===== src/verilog/chg_cfg.svh =====
// Purpose: Constants of the charger SMBus control and protection block
// Assumes: 10 MHz system clock, synchronous active-high reset
// Notes: Rule summary follows
`ifndef CHG_CFG_SVH
`define CHG_CFG_SVH

`define CHG_CLK_HZ 10000000
`define CHG_SMB_ADDR 7'h09

`define CHG_CMD_OPT 8'h12
`define CHG_CMD_CC 8'h14
`define CHG_CMD_CV 8'h15
`define CHG_CMD_IC 8'h3f
`define CHG_CMD_MAKER 8'hfe
`define CHG_CMD_PART 8'hff

`define CHG_OPT_RST 16'hf902
`define CHG_CC_RST 16'h0000
`define CHG_CV_RST 16'h0000
`define CHG_IC_RST 16'h1000
`define CHG_OPT_WMASK 16'hffef
`define CHG_CC_MASK 16'h1fc0
`define CHG_CV_MASK 16'h7ff0
`define CHG_IC_MASK 16'h1f80

`define CHG_OPT_DGL 15
`define CHG_OPT_WD_HI 14
`define CHG_OPT_WD_LO 13
`define CHG_OPT_FUP 10
`define CHG_OPT_FEN 9
`define CHG_OPT_HSEN 8
`define CHG_OPT_LSSEL 7
`define CHG_OPT_LEARN 6
`define CHG_OPT_CURRENT_MONITOR_OUTPUT 5
`define CHG_OPT_ADPT 4

`define CHG_WD_OFF 2'h0
`define CHG_WD_SHORT 2'h1
`define CHG_WD_MID 2'h2
`define CHG_WD_SHORT_S 44
`define CHG_WD_MID_S 88
`define CHG_WD_LONG_S 175
`define CHG_WD_SHORT_CYC (`CHG_WD_SHORT_S * `CHG_CLK_HZ)
`define CHG_WD_MID_CYC (`CHG_WD_MID_S * `CHG_CLK_HZ)
`define CHG_WD_LONG_CYC (`CHG_WD_LONG_S * `CHG_CLK_HZ)

`define CHG_DG_SHORT_MS 150
`define CHG_DG_LONG_MS 1300
`define CHG_DG_SHORT_CYC (`CHG_DG_SHORT_MS * (`CHG_CLK_HZ / 1000))
`define CHG_DG_LONG_CYC (`CHG_DG_LONG_MS * (`CHG_CLK_HZ / 1000))

`define CHG_BLANK_NS 200
`define CHG_BLANK_CYC ((`CHG_BLANK_NS * (`CHG_CLK_HZ / 1000000) + 999) / 1000)
`define CHG_SOFT_US 1000
`define CHG_SOFT_CYC (`CHG_SOFT_US * (`CHG_CLK_HZ / 1000000))
`define CHG_SHORT_EVENTS 7

`endif


===== src/verilog/chg_pkg.sv =====
// Purpose: Types shared by the charger control block
// Assumes: Constants live in chg_cfg.svh
// Notes: Sense flags come from analog comparators already clocked
package chg_pkg;

	typedef enum logic [1:0] {TH_RUN, TH_OFF, TH_SOFT} chg_therm_t;

	typedef enum logic [2:0] {SM_IDLE, SM_RX, SM_ACK, SM_TX, SM_TXACK, SM_SKIP} chg_smb_t;

	typedef struct packed {
		logic tj_above_155;
		logic tj_below_135;
		logic supply_supply_undervoltage_lockout;
		logic adet_above_0v6;
		logic adet_above_2v4;
		logic adapter_good_raw;
		logic hs_switch_on;
		logic ls_switch_on;
		logic hs_short_cmp;
		logic ls_short_cmp;
		logic learn_depleted;
	} chg_sense_t;

	typedef struct packed {
		logic converter_on;
		logic soft_start;
		logic freq_adjust_en;
		logic freq_raise;
		logic hs_short_detect_en;
		logic ls_thresh_high;
		logic current_monitor_output_charge_sel;
		logic adapter_switch_on;
		logic reverse_block_switch_on;
		logic battery_switch_on;
		logic adapter_good;
		logic short_latched;
		logic charge_suspended;
		logic thermal_shutdown;
	} chg_drive_t;

endpackage


===== src/verilog/chg_short_mon.sv =====
// Purpose: One short-circuit event counter with turn-on blanking
// Assumes: sw_on follows the gate drive of the watched switch
// Notes: Trip stays set until clr; clr has priority over counting
`include "chg_cfg.svh"
module chg_short_mon #(
	parameter int BLANK_CYC = `CHG_BLANK_CYC,
	parameter int EVENTS = `CHG_SHORT_EVENTS
) (
	input wire logic clk_sys,
	input wire logic rst,
	input wire logic clr,
	input wire logic enable,
	input wire logic sw_on,
	input wire logic cmp,
	output logic tripped
);
	localparam int BW = $clog2(BLANK_CYC + 1);
	localparam int EW = $clog2(EVENTS + 1);

	if (BLANK_CYC < 1 || EVENTS < 1) begin : g_bad_param
		$error("chg_short_mon: BLANK_CYC and EVENTS must be at least one");
	end

	logic [BW-1:0] bcnt;
	logic [EW-1:0] ecnt;
	wire sample_now = sw_on && (bcnt == BW'(BLANK_CYC - 1));
	wire short_event = sample_now && cmp && enable;

	// One sample per on-period, so turn-on ringing never counts
	always_ff @(posedge clk_sys) begin
		if (rst || !sw_on) begin
			bcnt <= '0;
		end else if (bcnt != BW'(BLANK_CYC)) begin
			bcnt <= bcnt + BW'(1);
		end
	end

	always_ff @(posedge clk_sys) begin
		if (rst || clr) begin
			ecnt <= '0;
			tripped <= 1'b0;
		end else if (short_event && !tripped) begin
			ecnt <= ecnt + EW'(1);
			tripped <= (ecnt == EW'(EVENTS - 1));
		end
	end
endmodule


===== src/verilog/chg_ctrl.sv =====
// Purpose: SMBus register bank, watchdog, deglitch, short latch and thermal sequencing of a charger
// Assumes: SMBus pins and analog flags are synchronous to clk_sys
// Notes: SDA is open drain; smb_sda_oe_n low pulls the line low
`include "chg_cfg.svh"
module chg_ctrl #(
	parameter logic [6:0] SLAVE_ADDR = `CHG_SMB_ADDR,
	parameter logic [15:0] MAKER_CODE = 16'h00a5, // Arbitrary value
	parameter logic [15:0] PART_CODE = 16'h005a, // Arbitrary value
	parameter int WD_SHORT_CYC = `CHG_WD_SHORT_CYC,
	parameter int WD_MID_CYC = `CHG_WD_MID_CYC,
	parameter int WD_LONG_CYC = `CHG_WD_LONG_CYC,
	parameter int DG_SHORT_CYC = `CHG_DG_SHORT_CYC,
	parameter int DG_LONG_CYC = `CHG_DG_LONG_CYC,
	parameter int SOFT_CYC = `CHG_SOFT_CYC,
	parameter int BLANK_CYC = `CHG_BLANK_CYC
) (
	input wire logic clk_sys,
	input wire logic rst,
	input wire logic smb_scl,
	input wire logic smb_sda_in,
	output logic smb_sda_out,
	output logic smb_sda_oe_n,
	input wire chg_pkg::chg_sense_t sense,
	output chg_pkg::chg_drive_t drive
);
	if (WD_SHORT_CYC < 2 || WD_MID_CYC < 2 || WD_LONG_CYC < 2 || DG_SHORT_CYC < 2 || DG_LONG_CYC < 2
		|| SOFT_CYC < 1 || BLANK_CYC < 1) begin : g_bad_param
		$error("chg_ctrl: timing parameters out of range");
	end

	chg_pkg::chg_smb_t sm_state;
	chg_pkg::chg_therm_t th_state;
	chg_pkg::chg_drive_t next_drive;
	logic scl_q, sda_q, rw, tx_hi, host_ack, wr_pulse;
	logic [7:0] shreg, cmd, data_lo;
	logic [3:0] bitcnt;
	logic [1:0] phase;
	logic [15:0] tx_word, wr_word, rd_word, opt_rd;
	logic [15:0] opt, cc, cv, ic;
	logic [31:0] wd_cnt, wd_limit, dg_cnt, dg_limit, soft_cnt;
	logic wd_susp, ac_good, ac_off_seen;
	logic [1:0] mon_sw, mon_cmp, mon_en, mon_trip;

	// Bus conditions
	wire bus_ok = !sense.supply_supply_undervoltage_lockout && sense.adet_above_0v6;
	wire bus_start = scl_q && smb_scl && sda_q && !smb_sda_in;
	wire bus_stop = scl_q && smb_scl && !sda_q && smb_sda_in;
	wire scl_rise = smb_scl && !scl_q;
	wire scl_fall = !smb_scl && scl_q;
	wire [7:0] tx_byte = tx_hi ? tx_word[15:8] : tx_word[7:0];
	wire tx_bit = tx_byte[3'h7 - bitcnt[2:0]];

	// Command decode: only a complete Write-Word commits
	wire wr_opt = wr_pulse && (cmd == `CHG_CMD_OPT);
	wire wr_cc = wr_pulse && (cmd == `CHG_CMD_CC);
	wire wr_cv = wr_pulse && (cmd == `CHG_CMD_CV);
	wire wr_ic = wr_pulse && (cmd == `CHG_CMD_IC);

	assign opt_rd = {opt[15:`CHG_OPT_ADPT+1], sense.adet_above_2v4, opt[`CHG_OPT_ADPT-1:0]};
	assign rd_word = (cmd == `CHG_CMD_OPT) ? opt_rd :
		(cmd == `CHG_CMD_CC) ? cc :
		(cmd == `CHG_CMD_CV) ? cv :
		(cmd == `CHG_CMD_IC) ? ic :
		(cmd == `CHG_CMD_MAKER) ? MAKER_CODE :
		(cmd == `CHG_CMD_PART) ? PART_CODE : 16'h0000;

	assign smb_sda_out = 1'b0;

	always_ff @(posedge clk_sys) begin
		if (rst) begin
			scl_q <= 1'b1;
			sda_q <= 1'b1;
		end else begin
			scl_q <= smb_scl;
			sda_q <= smb_sda_in;
		end
	end

	// Write-Word: addr+W, cmd, low byte, high byte. Read-Word: addr+W, cmd, restart, addr+R, low, high
	always_ff @(posedge clk_sys) begin
		if (rst) begin
			sm_state <= chg_pkg::SM_IDLE;
			smb_sda_oe_n <= 1'b1;
			shreg <= 8'h00;
			cmd <= 8'h00;
			data_lo <= 8'h00;
			bitcnt <= 4'h0;
			phase <= 2'h0;
			rw <= 1'b0;
			tx_word <= 16'h0000;
			tx_hi <= 1'b0;
			host_ack <= 1'b0;
			wr_word <= 16'h0000;
			wr_pulse <= 1'b0;
		end else begin
			wr_pulse <= 1'b0;
			if (!bus_ok || bus_stop) begin
				sm_state <= chg_pkg::SM_IDLE;
				smb_sda_oe_n <= 1'b1;
			end else if (bus_start) begin
				sm_state <= chg_pkg::SM_RX;
				smb_sda_oe_n <= 1'b1;
				bitcnt <= 4'h0;
				phase <= 2'h0;
			end else begin
				unique case (sm_state)
					chg_pkg::SM_IDLE, chg_pkg::SM_SKIP: begin
					end
					chg_pkg::SM_RX: begin
						if (scl_rise) begin
							shreg <= {shreg[6:0], smb_sda_in};
							bitcnt <= bitcnt + 4'h1;
						end else if (scl_fall && bitcnt == 4'h8) begin
							smb_sda_oe_n <= 1'b0;
							sm_state <= chg_pkg::SM_ACK;
							if (phase == 2'h0) begin
								rw <= shreg[0];
								if (shreg[7:1] != SLAVE_ADDR) begin
									smb_sda_oe_n <= 1'b1;
									sm_state <= chg_pkg::SM_SKIP;
								end
							end
							if (phase == 2'h1) begin
								cmd <= shreg;
							end
							if (phase == 2'h2) begin
								data_lo <= shreg;
							end
							if (phase == 2'h3) begin
								wr_word <= {shreg, data_lo};
								wr_pulse <= 1'b1;
							end
						end
					end
					chg_pkg::SM_ACK: begin
						if (scl_fall) begin
							if (rw && phase == 2'h0) begin
								tx_word <= rd_word;
								tx_hi <= 1'b0;
								smb_sda_oe_n <= rd_word[7];
								bitcnt <= 4'h1;
								sm_state <= chg_pkg::SM_TX;
							end else if (phase == 2'h3 || rw) begin
								smb_sda_oe_n <= 1'b1;
								sm_state <= chg_pkg::SM_SKIP;
							end else begin
								smb_sda_oe_n <= 1'b1;
								bitcnt <= 4'h0;
								phase <= phase + 2'h1;
								sm_state <= chg_pkg::SM_RX;
							end
						end
					end
					chg_pkg::SM_TX: begin
						if (scl_fall) begin
							if (bitcnt == 4'h8) begin
								smb_sda_oe_n <= 1'b1;
								sm_state <= chg_pkg::SM_TXACK;
							end else begin
								smb_sda_oe_n <= tx_bit;
								bitcnt <= bitcnt + 4'h1;
							end
						end
					end
					chg_pkg::SM_TXACK: begin
						if (scl_rise) begin
							host_ack <= !smb_sda_in;
						end else if (scl_fall) begin
							if (host_ack && !tx_hi) begin
								tx_hi <= 1'b1;
								smb_sda_oe_n <= tx_word[15];
								bitcnt <= 4'h1;
								sm_state <= chg_pkg::SM_TX;
							end else begin
								sm_state <= chg_pkg::SM_SKIP;
							end
						end
					end
				endcase
			end
		end
	end

	// Register bank; identification words have no storage, so writes to them vanish
	wire learn_done = opt[`CHG_OPT_LEARN] && sense.learn_depleted;

	always_ff @(posedge clk_sys) begin
		if (rst) begin
			opt <= `CHG_OPT_RST;
			cc <= `CHG_CC_RST;
			cv <= `CHG_CV_RST;
			ic <= `CHG_IC_RST;
		end else begin
			if (wr_opt) begin
				opt <= wr_word & `CHG_OPT_WMASK;
			end else if (learn_done) begin
				opt[`CHG_OPT_LEARN] <= 1'b0;
			end
			if (wr_cc) begin
				cc <= wr_word & `CHG_CC_MASK;
			end
			if (wr_cv) begin
				cv <= wr_word & `CHG_CV_MASK;
			end
			if (wr_ic) begin
				ic <= wr_word & `CHG_IC_MASK;
			end
		end
	end

	// Watchdog: expiry and a resuming write in one cycle leave charging suspended
	wire [1:0] wd_sel = opt[`CHG_OPT_WD_HI:`CHG_OPT_WD_LO];
	wire wd_en = wd_sel != `CHG_WD_OFF;
	wire wd_touch = wr_cc || wr_cv;
	assign wd_limit = (wd_sel == `CHG_WD_SHORT) ? 32'(WD_SHORT_CYC) :
		(wd_sel == `CHG_WD_MID) ? 32'(WD_MID_CYC) : 32'(WD_LONG_CYC);
	wire wd_expire = wd_en && !wd_susp && (wd_cnt >= wd_limit - 32'h1);

	always_ff @(posedge clk_sys) begin
		if (rst) begin
			wd_cnt <= 32'h0;
			wd_susp <= 1'b0;
		end else begin
			wd_susp <= wd_expire || (wd_susp && wd_en && !wd_touch);
			if (wd_touch || !wd_en || wd_susp) begin
				wd_cnt <= 32'h0;
			end else begin
				wd_cnt <= wd_cnt + 32'h1;
			end
		end
	end

	// Adapter-good deglitch; the long time is only honoured once the adapter switch has opened
	assign dg_limit = (ac_off_seen && opt[`CHG_OPT_DGL]) ? 32'(DG_LONG_CYC) : 32'(DG_SHORT_CYC);

	always_ff @(posedge clk_sys) begin
		if (rst || !sense.adapter_good_raw) begin
			dg_cnt <= 32'h0;
			ac_good <= 1'b0;
		end else if (!ac_good) begin
			ac_good <= (dg_cnt >= dg_limit - 32'h1);
			dg_cnt <= dg_cnt + 32'h1;
		end
	end

	always_ff @(posedge clk_sys) begin
		if (rst) begin
			ac_off_seen <= 1'b0;
		end else if (drive.adapter_switch_on && !next_drive.adapter_switch_on) begin
			ac_off_seen <= 1'b1;
		end
	end

	// Thermal shutdown with restart through soft start
	always_ff @(posedge clk_sys) begin
		if (rst) begin
			th_state <= chg_pkg::TH_RUN;
			soft_cnt <= 32'h0;
		end else begin
			unique case (th_state)
				chg_pkg::TH_RUN: begin
					if (sense.tj_above_155) begin
						th_state <= chg_pkg::TH_OFF;
					end
				end
				chg_pkg::TH_OFF: begin
					soft_cnt <= 32'h0;
					if (sense.tj_below_135 && !sense.tj_above_155) begin
						th_state <= chg_pkg::TH_SOFT;
					end
				end
				chg_pkg::TH_SOFT: begin
					soft_cnt <= soft_cnt + 32'h1;
					if (sense.tj_above_155) begin
						th_state <= chg_pkg::TH_OFF;
					end else if (soft_cnt == 32'(SOFT_CYC - 1)) begin
						th_state <= chg_pkg::TH_RUN;
					end
				end
			endcase
		end
	end

	// Short monitors: low side at index 0, high side at index 1
	wire short_clr = sense.supply_supply_undervoltage_lockout || !sense.adet_above_0v6;
	wire short_latched = |mon_trip;
	assign mon_sw = {sense.hs_switch_on, sense.ls_switch_on};
	assign mon_cmp = {sense.hs_short_cmp, sense.ls_short_cmp};
	assign mon_en = {opt[`CHG_OPT_HSEN], 1'b1};

	for (genvar i = 0; i < 2; i++) begin : g_mon
		chg_short_mon #(
			.BLANK_CYC(BLANK_CYC),
			.EVENTS(`CHG_SHORT_EVENTS)
		) u_mon (
			.clk_sys(clk_sys),
			.rst(rst),
			.clr(short_clr),
			.enable(mon_en[i]),
			.sw_on(mon_sw[i]),
			.cmp(mon_cmp[i]),
			.tripped(mon_trip[i])
		);
	end

	always_comb begin
		next_drive = '0;
		next_drive.converter_on = (th_state != chg_pkg::TH_OFF) && !short_latched && !wd_susp && ac_good;
		next_drive.soft_start = th_state == chg_pkg::TH_SOFT;
		next_drive.thermal_shutdown = th_state == chg_pkg::TH_OFF;
		next_drive.freq_adjust_en = opt[`CHG_OPT_FEN];
		next_drive.freq_raise = opt[`CHG_OPT_FEN] && opt[`CHG_OPT_FUP];
		next_drive.hs_short_detect_en = opt[`CHG_OPT_HSEN];
		next_drive.ls_thresh_high = opt[`CHG_OPT_LSSEL];
		next_drive.current_monitor_output_charge_sel = opt[`CHG_OPT_CURRENT_MONITOR_OUTPUT];
		next_drive.adapter_switch_on = ac_good && !short_latched && !opt[`CHG_OPT_LEARN];
		next_drive.reverse_block_switch_on = next_drive.adapter_switch_on;
		next_drive.battery_switch_on = !next_drive.adapter_switch_on;
		next_drive.adapter_good = ac_good;
		next_drive.short_latched = short_latched;
		next_drive.charge_suspended = wd_susp;
	end

	// Battery switch stays closed through reset so the system keeps power
	always_ff @(posedge clk_sys) begin
		if (rst) begin
			drive <= '0;
			drive.battery_switch_on <= 1'b1;
		end else begin
			drive <= next_drive;
		end
	end
endmodule


===== config.mk =====
export PLATFORM = sky130hd
export DESIGN_NAME = chg_ctrl
export DESIGN_NICKNAME = d
export VERILOG_FILES = /design/src/verilog/chg_pkg.sv /design/src/verilog/chg_short_mon.sv /design/src/verilog/chg_ctrl.sv
export VERILOG_INCLUDE_DIRS = /design/src /design/src/verilog
export SDC_FILE = /design/constraint.sdc
export NUM_CORES = 1
export LEC_CHECK = 0
export BUFFER_PORTS_ARGS = -buffer_cell sky130_fd_sc_hd__buf_2
export CORE_ASPECT_RATIO = 1.1
export CORE_MARGIN = 3
export CORE_UTILIZATION = 60
export CTS_CLUSTER_DIAMETER = 100
export DETAILED_ROUTE_END_ITERATION = 8
export GPL_TIMING_DRIVEN = 0
export PLACE_DENSITY = 0.81
export SYNTH_ARGS = -nofsm -noshare
export SYNTH_HDL_FRONTEND = slang
export SYNTH_HIERARCHICAL = 1
export SYNTH_SLANG_ARGS = --single-unit

===== constraint.sdc =====
create_clock -name clk_sys -period 2.8 [get_ports clk_sys]
set_input_delay 0.14 -clock clk_sys [delete_from_list [all_inputs] [get_ports clk_sys]]
set_output_delay 0.14 -clock clk_sys [all_outputs]
set_load 0.02 [all_outputs]

==> flow_metrics.tcl <==
set metrics [dict create \
    status "finished clean" \
    fin_setup_tns_ns 0 \
    worstHoldStart "rst" \
    cts.path.max_buffers 3 \
    hp-class "input pin to flop" \
    cts.clk_slew.worst_paths_ns 0.06 \
    relSlewSlack_pct 45.15 \
    area_delta_synth_final_pct 12.97 \
    clkSinkCount 237 \
    cts_tree "built" \
    clockRootBuffer "clkbuf_16" \
    fmax_ghz 0.3901 \
    drtIter0Drc 610 \
    syn_area_um2 11180 \
    grt_pass1_wl_um 43970 \
    finClkSkew_ns 0.02194 \
    die-area_um2 20310 \
    critical_path.max_fanout 7 \
    ir_drop_uv 454.3 \
    rr_startpoint "opt[13]" \
    drcViolationCount 0 \
    synth_edf_count 0 \
    die_w_um 136.2 \
    p_leak_nw 4.911 \
    rsz0062_at_grt "false" \
    antenna_found_initial 0 \
    via_per_inst 5.843 \
    gp_congestion 0.9108 \
    wire_per_inst_um 16.19 \
    start_util_pct 62.13 \
    ios 31 \
    wl_um 26380 \
    drt.antenna.violating_nets 0 \
    period_minus_slack_ns 2.563 \
    cp.required_ns 3.23 \
    synthFlopType "dfxtp_1" \
    vias 9518 \
    first_global_vias 9159 \
    final_core_util_pct 70.19 \
    arrival_ns 3.00 \
    period_share_pct 91.55 \
    whs_endpoint "g_mon[0].u_mon/ecnt[1]" \
    fin_nets 1445 \
    ff2ff_path_depth 10 \
    fp.dieH_um 149.2 \
    cts_made_buffers 25 \
    yosys_warnings 6 \
    cp-start-kind "flop" \
    r2r_end "wd_susp" \
    power.density_nw_per_um2 578.8 \
    ys_types 71 \
    drive_gt1_share_pct 8.699 \
    cts_setup_buffers 0 \
    hpwl_um 18360 \
    ys_seq_area_share_pct 42.44 \
    grt_max_degree 15 \
    syn_area_per_cell_um2 8.534 \
    final_max_slew_viol_count 0 \
    rows 51 \
    setup_violations 0 \
    io_buffers 29 \
    drv_cap 0 \
    regToRegSetupSlack_ns 0.24 \
    gr-total-overflow 0 \
    ctsHtreeMaxLevel 1 \
    coreArea_um2 17990 \
    diodes 0 \
    hold_depth 2 \
    synth-async-reset-ratio_pct 0 \
    path_class "flop to flop" \
    dr.pass1.iters 5 \
    clk-insertion-delay-late_ns 0.52 \
    grt_usage_pct 26.04 \
    end_kind "flop" \
    tightest_slew_ns 0.8210 \
    syn_inst 1310 \
    ys_ff_latch 237 \
    hold_viol 0 \
]
layer usage:
layer / share of wire, % / routed length (µm) / global-route usage [%]
met5: 0 / 0 / 0
met4: 3.2 / 852 / 9.929
met3: 6.5 / 1703 / 4.015
met2: 48 / 12570 / 44.20
met1: 43 / 11250 / 33.36
power breakdown:
part	switching (mW)	leakage, nW	internal (mW)
combinational	0.155	2.54	0.0709
sequential	0.0157	1.91	3.39
clock	1.34	0.464	2.34
total	1.51	4.91	5.80
state kept, by name (all words and copies together), names as in the netlist, 3 cells and up:
register / cells
tx_word: 16
soft_cnt: 32
sm_state: 3
g_mon.u_mon/ecnt: 6
g_mon.u_mon/bcnt: 4
drive: 13
cc: 7
cmd: 8
cv: 11
bitcnt: 4
opt: 15
ic: 6
wr_word: 16
dg_cnt: 32
data_lo: 8
shreg: 8
wd_cnt: 32
timing repair:
| action | CTS | global route |
|---|---|---|
| gates resized for setup | 0 | 3 |
| hold buffers | 7 | 0 |
| endpoints found under the setup margin | 0 | 3 |
| endpoints found under the hold margin | 8 | 0 |
metrics by stage:
stage	setup WS (ns)	total power [mW]	std cells	cell area, µm²	hold WS (ns)
after floorplan	0.6155	3.611	1311	11180	0.2089
after global placement	0.2817	3.683	1578	11630	0.4295
after detailed placement	0.2169	3.689	1578	11630	0.4308
after CTS	0.1552	7.346	1629	12620	0.01224
after global routing	0.03432	7.527	1629	12630	0.02959
final	0.2366	7.310	1629	12630	0.02375
worst max-delay path: stages, from the launching register on:
cell and delay (ns):
dfxtp_1 0.39, inv_1 0.12, ha_1 0.37, inv_1 0.17, ha_1 0.31, and4_1 0.19
a21oi_1 0.07, o211a_1 0.23, a2111oi_1 0.37, nor4_1 0.11, o2bb2ai_1 0.17
Yosys cell counts, drive strengths merged, types with 3 or more instances:
cell type	instances	area [µm²]
and3	18	115.1
nand3b	5	37.54
a31oi	7	43.79
or2	5	31.28
inv	40	150.1
nand4	33	219.0
dfxtp	237	4745
nor3b	6	50.05
nand2b	11	68.82
nand3	62	310.3
ha	56	700.7
o21ai	28	140.1
buf	26	137.6
xor2	66	578.1
o22ai	6	37.54
o21bai	4	30.03
and4	18	162.7
o211ai	10	75.07
o21a	5	37.54
or3	15	93.84
nand2	170	638.1
a211oi	5	37.54
xnor2	19	166.4
nor2	163	611.8
clkbuf	31	116.4
a21oi	106	538.0
nor3	25	140.1
nand4b	7	61.31
nor4	11	90.08
nor4b	6	52.55
nor2b	17	106.4
mux2i	34	340.3
a21boi	3	22.52
a2111oi	7	73.82
a21o	5	37.54
a311oi	4	35.03
and2	11	68.82
how the worst max path moves through the flow:
| stage | from | cells past startpoint | end | slack (ns) |
|---|---|---|---|---|
| 2_1_floorplan | opt[13] | 10 | wd_susp | 0.62 |
| 3_3_place_gp | opt[13] | 10 | wd_susp | 0.28 |
| 3_5_place_dp | th_state[0] | 10 | soft_cnt[31] | 0.22 |
| 4_1_cts | th_state[0] | 10 | soft_cnt[31] | 0.16 |
| 5_1_grt | soft_cnt[0] | 8 | th_state[0] | 0.03 |
| 6_report | opt[13] | 10 | wd_susp | 0.24 |
cells by family after synthesis:
logic type / synth area share, %
xor gates and xnor gates: 6.659
AOI/OAI and AO/OA: 11.20
and+or+nand+nor: 26.20
buffers and inverters: 3.615
DFF: 42.44
adders and majority gates: 6.267
muxes: 3.548
other: 0.06718
layout by cell type (no fill, tap or decap), drive strengths merged, types with 19 or more instances in the layout:
master  netlist  final
a21oi       106    106
buf          26     55
clkbuf       31     62
dfxtp       237    237
ha           56     56
inv          40     40
mux2i        34     34
nand2       170    170
nand3        62     62
nand4        33     33
nor2        163    163
nor3         25     25
o21ai        28     28
xnor2        19     19
xor2         66     66
layout make-up:
type / count / area [µm²]
inverter: 40 / 150.1
clock inverter: 13 / 219.0
sequential: 237 / 4745
clock buffer: 31 / 708.2
multi-input combinational: 977 / 6041
buffer: 57 / 254.0
tap: 238 / 297.8
fill: 1410 / 5365
timing repair buffer: 36 / 215.2
Power figures use the tool's default switching activity.
